==> config.mk <==
export PLATFORM = sky130hd
export DESIGN_NAME = cmav_core
export DESIGN_NICKNAME = d
export VERILOG_FILES = /design/src/verilog/cmav_pkg.sv /design/src/verilog/cmav_core.sv
export SDC_FILE = /design/constraint.sdc
export NUM_CORES = 2
export LEC_CHECK = 0
export BUFFER_PORTS_ARGS = -buffer_cell sky130_fd_sc_hd__buf_2
export CORE_MARGIN = 2
export CORE_UTILIZATION = 40
export CTS_CLUSTER_DIAMETER = 150
export DETAILED_ROUTE_END_ITERATION = 10
export SLEW_MARGIN = 20
export SYNTH_ARGS = -nofsm -noshare
export SYNTH_HDL_FRONTEND = slang
export SYNTH_SLANG_ARGS = --single-unit
==> constraint.sdc <==
create_clock -name core_clk -period 5.5 [get_ports core_clk]
set_input_delay 0 -clock core_clk [delete_from_list [all_inputs] [get_ports core_clk]]
set_output_delay 0 -clock core_clk [all_outputs]
set_load 0.1 [all_outputs]
==> src/verilog/cmav_pkg.sv <==
// cmav_pkg: constants, commands and carriers for the mode/address core block
// assumes one 250 MHz clock domain; memory sits behind a simple req/ack bus
package cmav_pkg;

    // address and data widths
    localparam int unsigned ADDR_W = 24;
    localparam int unsigned DATA_W = 32;

    // execution lengths in states (one state = one core_clk cycle)
    localparam logic [4:0] ADDSUB_CYC = 5'h01;
    localparam logic [4:0] DIV16_CYC  = 5'h0C;
    localparam logic [4:0] MUL16_CYC  = 5'h14;
    localparam logic [4:0] DIV32_CYC  = 5'h14;

    // exception vector table base and entry shifts
    localparam logic [23:0] VEC_BASE        = 24'h000000;
    localparam int unsigned VEC_SHIFT_SMALL = 1;
    localparam int unsigned VEC_SHIFT_LARGE = 2;

    // values after reset
    localparam logic [31:0] SP_RESET   = 32'h0000_0000;
    localparam logic        LARGE_RST  = 1'b1;

    // exception push steps
    localparam logic [1:0] STEP_EXR  = 2'h0;
    localparam logic [1:0] STEP_CCR  = 2'h1;
    localparam logic [1:0] STEP_PC   = 2'h2;

    typedef enum logic [3:0] {
        CMD_NOP, CMD_ADD, CMD_SUB, CMD_DIV16, CMD_MUL16, CMD_DIV32,
        CMD_EA, CMD_POSTINC, CMD_PREDEC, CMD_FETCH, CMD_VECTOR,
        CMD_MEMIND, CMD_CALL, CMD_EXCEPT, CMD_SLEEP
    } cmav_cmd_t;

    typedef enum logic [1:0] {SZ_BYTE, SZ_WORD, SZ_LONG} cmav_size_t;

    typedef struct packed {
        cmav_cmd_t   cmd;
        cmav_size_t  size;
        logic [31:0] a;
        logic [31:0] b;
        logic [7:0]  sel;
        logic [7:0]  condition_code_reg;
        logic [7:0]  extended_control_reg;
        logic        icm0;
    } cmav_req_t;

    typedef struct packed {
        logic        req;
        logic        we;
        cmav_size_t  size;
        logic [23:0] addr;
        logic [31:0] wdata;
    } cmav_bus_t;

    typedef struct packed {
        logic [31:0] data;
        logic [23:0] addr;
    } cmav_rsp_t;

endpackage : cmav_pkg

==> src/verilog/cmav_core.sv <==
// cmav_core: operating mode, address generation, vectors, indirect branch,
// stack pushes and execution timing of the cpu core
// assumes memory answers each bus request with a one-cycle bus_ack
//
// How it works
// - register add or subtract of 8, 16 or 32 bits finishes in one state.
// - 16 by 8 bit register divide takes twelve states.
// - 16 by 16 bit register multiply takes twenty states.
// - 32 by 16 bit register divide takes twenty states.
// - mode pins pick the mode; small reaches 64 kbytes, large 16 Mbytes.
// - only the large linear mode is offered on this part.
// - small mode keeps only the lower 16 bits of each effective address except the fetch address, which keeps 24.
// - small mode vectors start at zero, one 16-bit branch address each.
// - small mode indirect jump reads a 16-bit target from 0 to 0xFF.
// - large mode vectors are 32-bit; top byte dropped, low 24 bits used.
// - large mode indirect jump reads a longword, top byte taken as zero.
// - small mode increment or decrement carries into the extended half.
// - large mode extended halves also form upper halves of long registers.
// - a subroutine call pushes the program counter.
// - exceptions push pc, ccr and extended control, the latter not in mode 0.
// - large mode gives linear 16-Mbyte access of a 4-Gbyte architecture.
// - the sleep instruction puts the core into power-down.
// - instruction fetch forces the program counter's low bit to zero.
`timescale 1ns/10ps
module cmav_core
    import cmav_pkg::*;
#(
    parameter logic SMALL_MODE_AVAIL = 1'b0
) (
    // clock and reset
    input  wire logic      core_clk,
    input  wire logic      arst_n,
    // mode pins and wake
    input  wire logic      mode_pin_large,
    input  wire logic      wake,
    // request side
    input  wire logic      req_valid,
    input  wire cmav_req_t req,
    output logic           req_ready,
    output logic           done,
    output cmav_rsp_t      rsp,
    // memory bus side
    output cmav_bus_t      bus,
    input  wire logic      bus_ack,
    input  wire logic [31:0] bus_rdata,
    // status
    output logic           pwr_down,
    output logic           large_mode
);

    typedef enum logic [2:0] {
        ST_IDLE  = 3'b000,
        ST_EXEC  = 3'b001,
        ST_BUS   = 3'b011,
        ST_SLEEP = 3'b010
    } cmav_state_t;

    // width of address masking by mode
    function automatic logic [23:0] ea_mask(input logic [31:0] a, input logic lg);
        ea_mask = lg ? a[23:0] : {8'h00, a[15:0]};
    endfunction : ea_mask

    function automatic logic [31:0] sz_bytes(input cmav_size_t s);
        unique case (s)
            SZ_BYTE: sz_bytes = 32'h0000_0001;
            SZ_WORD: sz_bytes = 32'h0000_0002;
            default: sz_bytes = 32'h0000_0004;
        endcase
    endfunction : sz_bytes

    function automatic logic [4:0] exec_cycles(input cmav_cmd_t c);
        unique case (c)
            CMD_DIV16: exec_cycles = DIV16_CYC;
            CMD_MUL16: exec_cycles = MUL16_CYC;
            CMD_DIV32: exec_cycles = DIV32_CYC;
            default:   exec_cycles = ADDSUB_CYC;
        endcase
    endfunction : exec_cycles

    // arithmetic and register update results
    function automatic logic [31:0] alu(input cmav_req_t r);
        logic [31:0] sum;
        logic [15:0] q16;
        logic [15:0] r16;
        logic [31:0] q32;
        logic [31:0] r32;
        sum = (r.cmd == CMD_SUB) ? r.a - r.b : r.a + r.b;
        q16 = (r.b[7:0] == 8'h00) ? 16'hFFFF : r.a[15:0] / {8'h00, r.b[7:0]};
        r16 = (r.b[7:0] == 8'h00) ? r.a[15:0] : r.a[15:0] % {8'h00, r.b[7:0]};
        q32 = (r.b[15:0] == 16'h0000) ? 32'hFFFF_FFFF : r.a / {16'h0000, r.b[15:0]};
        r32 = (r.b[15:0] == 16'h0000) ? r.a : r.a % {16'h0000, r.b[15:0]};
        unique case (r.cmd)
            CMD_ADD, CMD_SUB: begin
                unique case (r.size)
                    SZ_BYTE: alu = {24'h000000, sum[7:0]};
                    SZ_WORD: alu = {16'h0000, sum[15:0]};
                    default: alu = sum;
                endcase
            end
            CMD_DIV16:   alu = {16'h0000, r16[7:0], q16[7:0]};
            CMD_MUL16:   alu = r.a[15:0] * r.b[15:0];
            CMD_DIV32:   alu = {r32[15:0], q32[15:0]};
            CMD_EA:      alu = r.a + r.b;
            // full 32-bit update: carry/borrow reaches the extended half
            CMD_POSTINC: alu = r.a + sz_bytes(r.size);
            CMD_PREDEC:  alu = r.a - sz_bytes(r.size);
            default:     alu = 32'h0000_0000;
        endcase
    endfunction : alu

    // reset release synchroniser
    logic rst_s1_q;
    logic rst_n;
    always_ff @(posedge core_clk or negedge arst_n) begin
        if (!arst_n) begin
            rst_s1_q <= 1'b0;
            rst_n    <= 1'b0;
        end else begin
            rst_s1_q <= 1'b1;
            rst_n    <= rst_s1_q;
        end
    end

    cmav_state_t state_q, state_d;
    logic [4:0]  cnt_q, cnt_d;
    logic [1:0]  step_q, step_d;
    cmav_req_t   cur_q, cur_d;
    logic [31:0] sp_q, sp_d;
    cmav_rsp_t   rsp_q, rsp_d;
    cmav_bus_t   bus_q, bus_d;
    logic        done_q, done_d;
    logic        ready_q, ready_d;
    logic        pd_q, pd_d;
    logic        large_q, large_d;
    logic        strap_q, strap_d;
    logic        acc;
    logic [31:0] sp_nx;

    assign acc = req_valid && ready_q;

    // mode strap, caught once after reset release
    always_comb begin
        strap_d = 1'b1;
        large_d = large_q;
        if (!strap_q) begin
            large_d = SMALL_MODE_AVAIL ? mode_pin_large : 1'b1;
        end
    end

    // sequencer next values
    always_comb begin
        state_d = state_q;
        cnt_d   = cnt_q;
        step_d  = step_q;
        cur_d   = cur_q;
        sp_d    = sp_q;
        rsp_d   = rsp_q;
        bus_d   = bus_q;
        done_d  = 1'b0;
        pd_d    = pd_q;
        sp_nx   = sp_q;
        unique case (state_q)
            ST_IDLE: begin
                if (acc) begin
                    cur_d  = req;
                    step_d = STEP_EXR;
                    sp_d   = req.a;
                    unique case (req.cmd)
                        CMD_FETCH: begin
                            bus_d   = '{req: 1'b1, we: 1'b0, size: SZ_WORD,
                                        addr: {req.a[23:1], 1'b0},
                                        wdata: 32'h0000_0000};
                            state_d = ST_BUS;
                        end
                        CMD_VECTOR: begin
                            bus_d.req   = 1'b1;
                            bus_d.we    = 1'b0;
                            bus_d.wdata = 32'h0000_0000;
                            bus_d.size  = large_q ? SZ_LONG : SZ_WORD;
                            bus_d.addr  = large_q
                                ? VEC_BASE + ({16'h0000, req.sel} << VEC_SHIFT_LARGE)
                                : VEC_BASE + ({16'h0000, req.sel} << VEC_SHIFT_SMALL);
                            state_d     = ST_BUS;
                        end
                        CMD_MEMIND: begin
                            // target operand lies in 0x00..0xFF
                            bus_d   = '{req: 1'b1, we: 1'b0,
                                        size: large_q ? SZ_LONG : SZ_WORD,
                                        addr: {16'h0000, req.sel},
                                        wdata: 32'h0000_0000};
                            state_d = ST_BUS;
                        end
                        CMD_CALL: begin
                            sp_nx   = req.a - (large_q ? 32'h4 : 32'h2);
                            sp_d    = sp_nx;
                            bus_d   = '{req: 1'b1, we: 1'b1,
                                        size: large_q ? SZ_LONG : SZ_WORD,
                                        addr: ea_mask(sp_nx, large_q),
                                        wdata: large_q ? {8'h00, req.b[23:0]}
                                                       : {16'h0000, req.b[15:0]}};
                            state_d = ST_BUS;
                        end
                        CMD_EXCEPT: begin
                            // extended control skipped in interrupt mode 0
                            if (req.icm0) begin
                                step_d = STEP_CCR;
                                sp_nx  = req.a - (large_q ? 32'h4 : 32'h2);
                                bus_d  = '{req: 1'b1, we: 1'b1,
                                           size: large_q ? SZ_LONG : SZ_WORD,
                                           addr: ea_mask(sp_nx, large_q),
                                           wdata: large_q ? {req.condition_code_reg, req.b[23:0]}
                                                          : {16'h0000, req.condition_code_reg, req.condition_code_reg}};
                            end else begin
                                sp_nx = req.a - 32'h2;
                                bus_d = '{req: 1'b1, we: 1'b1, size: SZ_WORD,
                                          addr: ea_mask(sp_nx, large_q),
                                          wdata: {16'h0000, req.extended_control_reg, req.extended_control_reg}};
                            end
                            sp_d    = sp_nx;
                            state_d = ST_BUS;
                        end
                        CMD_SLEEP: begin
                            pd_d    = 1'b1;
                            state_d = ST_SLEEP;
                        end
                        default: begin
                            rsp_d.data = alu(req);
                            unique case (req.cmd)
                                CMD_POSTINC: rsp_d.addr = ea_mask(req.a, large_q);
                                CMD_PREDEC:  rsp_d.addr = ea_mask(rsp_d.data, large_q);
                                CMD_EA:      rsp_d.addr = ea_mask(rsp_d.data, large_q);
                                default:     rsp_d.addr = 24'h000000;
                            endcase
                            cnt_d   = exec_cycles(req.cmd) - 5'h01;
                            state_d = ST_EXEC;
                        end
                    endcase
                end
            end
            ST_EXEC: begin
                if (cnt_q == 5'h00) begin
                    done_d  = 1'b1;
                    state_d = ST_IDLE;
                end else begin
                    cnt_d = cnt_q - 5'h01;
                end
            end
            ST_BUS: begin
                if (bus_ack) begin
                    bus_d.req = 1'b0;
                    done_d    = 1'b1;
                    state_d   = ST_IDLE;
                    unique case (cur_q.cmd)
                        CMD_FETCH: rsp_d = '{data: bus_rdata, addr: bus_q.addr};
                        CMD_VECTOR, CMD_MEMIND: begin
                            // top byte of a long entry is ignored
                            rsp_d.addr = ea_mask(bus_rdata, large_q);
                            rsp_d.data = {8'h00, rsp_d.addr};
                        end
                        CMD_EXCEPT: begin
                            rsp_d = '{data: sp_q, addr: ea_mask(sp_q, large_q)};
                            if (!(step_q == STEP_PC || (large_q && step_q == STEP_CCR))) begin
                                done_d  = 1'b0;
                                state_d = ST_BUS;
                                step_d  = step_q + 2'h1;
                                if (large_q || step_q == STEP_EXR) begin
                                    sp_nx = sp_q - (large_q ? 32'h4 : 32'h2);
                                    bus_d = '{req: 1'b1, we: 1'b1,
                                              size: large_q ? SZ_LONG : SZ_WORD,
                                              addr: ea_mask(sp_nx, large_q),
                                              wdata: large_q ? {cur_q.condition_code_reg, cur_q.b[23:0]}
                                                             : {16'h0000, cur_q.condition_code_reg,
                                                                cur_q.condition_code_reg}};
                                end else begin
                                    sp_nx = sp_q - 32'h2;
                                    bus_d = '{req: 1'b1, we: 1'b1, size: SZ_WORD,
                                              addr: ea_mask(sp_nx, large_q),
                                              wdata: {16'h0000, cur_q.b[15:0]}};
                                end
                                sp_d = sp_nx;
                            end
                        end
                        default: rsp_d = '{data: sp_q, addr: ea_mask(sp_q, large_q)};
                    endcase
                end
            end
            ST_SLEEP: begin
                if (wake) begin
                    pd_d    = 1'b0;
                    done_d  = 1'b1;
                    state_d = ST_IDLE;
                end
            end
            default: state_d = ST_IDLE;
        endcase
        ready_d = (state_d == ST_IDLE);
    end

    // sequencer and mode registers
    always_ff @(posedge core_clk or negedge rst_n) begin
        if (!rst_n) begin
            state_q <= ST_IDLE;
            cnt_q   <= 5'h00;
            step_q  <= STEP_EXR;
            cur_q   <= '0;
            sp_q    <= SP_RESET;
            rsp_q   <= '0;
            bus_q   <= '0;
            done_q  <= 1'b0;
            ready_q <= 1'b0;
            pd_q    <= 1'b0;
            large_q <= LARGE_RST;
            strap_q <= 1'b0;
        end else begin
            state_q <= state_d;
            cnt_q   <= cnt_d;
            step_q  <= step_d;
            cur_q   <= cur_d;
            sp_q    <= sp_d;
            rsp_q   <= rsp_d;
            bus_q   <= bus_d;
            done_q  <= done_d;
            ready_q <= ready_d;
            pd_q    <= pd_d;
            large_q <= large_d;
            strap_q <= strap_d;
        end
    end

    assign req_ready  = ready_q;
    assign done       = done_q;
    assign rsp        = rsp_q;
    assign bus        = bus_q;
    assign pwr_down   = pd_q;
    assign large_mode = large_q;
endmodule : cmav_core

==> flow_summary.json <==
{
  "synth_cell_types": 130,
  "arrival_ns": 84.65,
  "cp.required_ns": 5.92,
  "hold_viol": 0,
  "rsz0062_at_grt": "yes",
  "grt_pass1_wl_microns": 373000,
  "layout_min_cycle_time_ns": 84.23,
  "fmax_ghz": 0.0119,
  "portBuffers": 250,
  "fillCellCount": 11100,
  "critical_path_class": "input port to flip-flop",
  "register_area_sq_um": 4980,
  "setup_viol": 56,
  "wl_per_cell_microns": 22.1,
  "ys.flop_type": "dfrtp_1",
  "pin_count": 253,
  "skew_ns": 0.0291,
  "violations": "setup timing",
  "syn_to_final_growth_pct": 52.8,
  "slowest_stage": "or3b_2",
  "cts_made_buffers": 17,
  "rrSetupSlack_ns": 0.33,
  "yosys-top-cells-count": "nand2_1 (886), ha_1 (696), nor2_1 (541), a21oi_1 (491), o21ai_0 (417)",
  "clkTransAtPathRegs_ns": 0.08,
  "firstDrtPassIters": 6,
  "dpl_cell_area_sq_um": 70400,
  "grt_usage": 0.363,
  "setup_tns_ns": -2865.66,
  "cp_slowest_stage_delay_ns": 0.51,
  "synth_edf_count": 0,
  "clockBufferDepth": 2,
  "routed_via_density": 5.83,
  "start_util": 0.403,
  "dieHeight_microns": 363,
  "drt-initial-drc-count": 5802,
  "fin_ws_ns": -78.73,
  "async_flop_share": 1.00,
  "tightest_slew_ns": 1.18,
  "fin_nets": 10600,
  "outcome": "finished, violations left",
  "die_x_microns": 363,
  "synth_top_area_frac": 0.169,
  "rows": 131,
  "layout.cells.non_filler": 11300,
  "cts_tree": "yes",
  "hpwl_microns": 184000,
  "gp_congestion": 1.06,
  "grt.overflow.total": 0,
  "yosysTopAreaCell": "ha_1",
  "maxCapViolCount": 0,
  "relSlewSlack": 0.206,
  "coreArea_sq_um": 128000,
  "vias": 65900,
  "wl_microns": 250000,
  "yosysMostFrequentCell": "nand2_1",
  "drc": 0,
  "endpoint_kind": "flip-flop",
  "yosys_warnings": 0,
  "dieArea_sq_um": 131000,
  "cts.sinks": 199,
  "grt_antenna_before_repair": 21,
  "start_kind": "input port",
  "slew_violations": 0,
  "min_path_type": "input port to flip-flop",
  "cts-root-buf": "clkbuf_16",
  "critPathMaxFanout": 19,
  "clock_latency_ns": 0.51,
  "syn_area_sq_um": 51400,
  "avgSynthCellArea_sq_um": 7.47,
  "path_common_cell": "buf_4",
  "drive_gt1_frac": 0.388,
  "htree_levels": 4,
  "yosysSeqAreaShare": 0.0968,
  "synth_cells": 6885,
  "synthTopCellsByArea": "ha_1 (17%), dfrtp_1 (9.7%), fa_1 (7.7%)",
  "timing.final.crit_share": 15.3,
  "final_area_sq_um": 78600,
  "grt_pass1_vias": 65200,
  "dpl_worst_slack_ns": -79.75,
  "synth-seq-cells": 199,
  "antenna_left": 0,
  "post-place-cells": 10600,
  "grt_max_degree": 144,
  "multi_input_area_sq_um": 47000
}
## layout make-up
type                    count  area share
multi-input cells        6004       0.598
flip-flops and latches    199      0.0634
repair buffers           3007       0.285
clock inverters            14     0.00228
well taps                1662      0.0265
clock buffers              18     0.00546
diodes                      7    0.000223
inverters                 377      0.0187
## state kept, by name, summed over array words and instances, names as in the netlist
name / flops
req_ready: 1
done: 1
pwr_down: 1
sp_q: 32
rst_n: 1
cur_q: 36
rsp: 56
bus: 60
cnt_q: 5
rst_s1_q: 1
state_q: 3
step_q: 2
## critical path, delay by kind of cell
family                   cells  cell delay, ns
multiplexers                16            4.36
XOR/XNOR                     3            0.49
buffers and inverters      125           15.55
AND/OR/NAND/NOR             82           13.53
adder cells (fa/ha/maj)     31            8.06
AO/OA/AOI/OAI              226           42.47
## kinds of logic after synthesis
| family | synth area share |
|---|---|
| AND/OR/NAND/NOR | 0.223 |
| multiplexers | 0.0378 |
| AO/OA/AOI/OAI | 0.280 |
| flip-flops | 0.0968 |
| XOR/XNOR | 0.0601 |
| other | 0.000146 |
| adder cells (fa/ha/maj) | 0.247 |
| buffers and inverters | 0.0553 |
## cell usage in the layout (no fill, tap or decap), types with 63 or more instances in the layout
master    instances
fa_1            198
o21a_1          273
xor2_1          144
a21oi_1         403
inv_1           354
xnor2_1         208
buf_2           247
ha_1            634
nor2_1          493
mux2_2           89
nand3_1          97
o21bai_1         63
and2_1           64
buf_4          2665
a21o_1          160
o31ai_1         153
nor3_1          293
nand2b_1         66
a21oi_2          71
dfrtp_1         198
o21ai_0         352
nand2_1         856
## routing by layer
layer	vias to the layer above	part of all wire	global-route usage
met3	928	0.087	0.0733
met4	22	0.071	0.214
met1	31300	0.39	0.438
met5	-	0.00070	0
li1	30500	-	-
met2	3097	0.45	0.596
## final timing paths
kind	cells after the start	endpoint	startpoint
max	483	rsp[55]	req[59]
min	5	rsp[28]	bus_rdata[4]
max reg2reg	17	sp_q[30]	sp_q[2]
min reg2reg	0	rst_n	rst_s1_q
max in group asynchronous	1	cur_q[40]	rst_n
min in group asynchronous	3	rst_n	arst_n
## stage by stage
stage           util  hold slack, ns
2_1_floorplan      -          -0.296
3_3_place_gp   0.552          -0.215
3_5_place_dp   0.552          -0.213
4_1_cts        0.603         0.00200
5_1_grt        0.616          0.0422
6_report       0.616          0.0152
## what timing repair did
| item | 4_1_cts | 5_1_grt |
|---|---|---|
| resized for setup | 337 | 147 |
| gates cloned | 3 | 0 |
| setup endpoints to repair | 56 | 56 |
| endpoints found under the hold margin | 60 | 0 |
| hold buffers | 38 | 0 |
| pin swaps | 224 | 102 |
| buffers inserted | 524 | 122 |
Power is not shown: default switching activity piles up to over one toggle a cycle in this logic, so the estimate is an artifact.
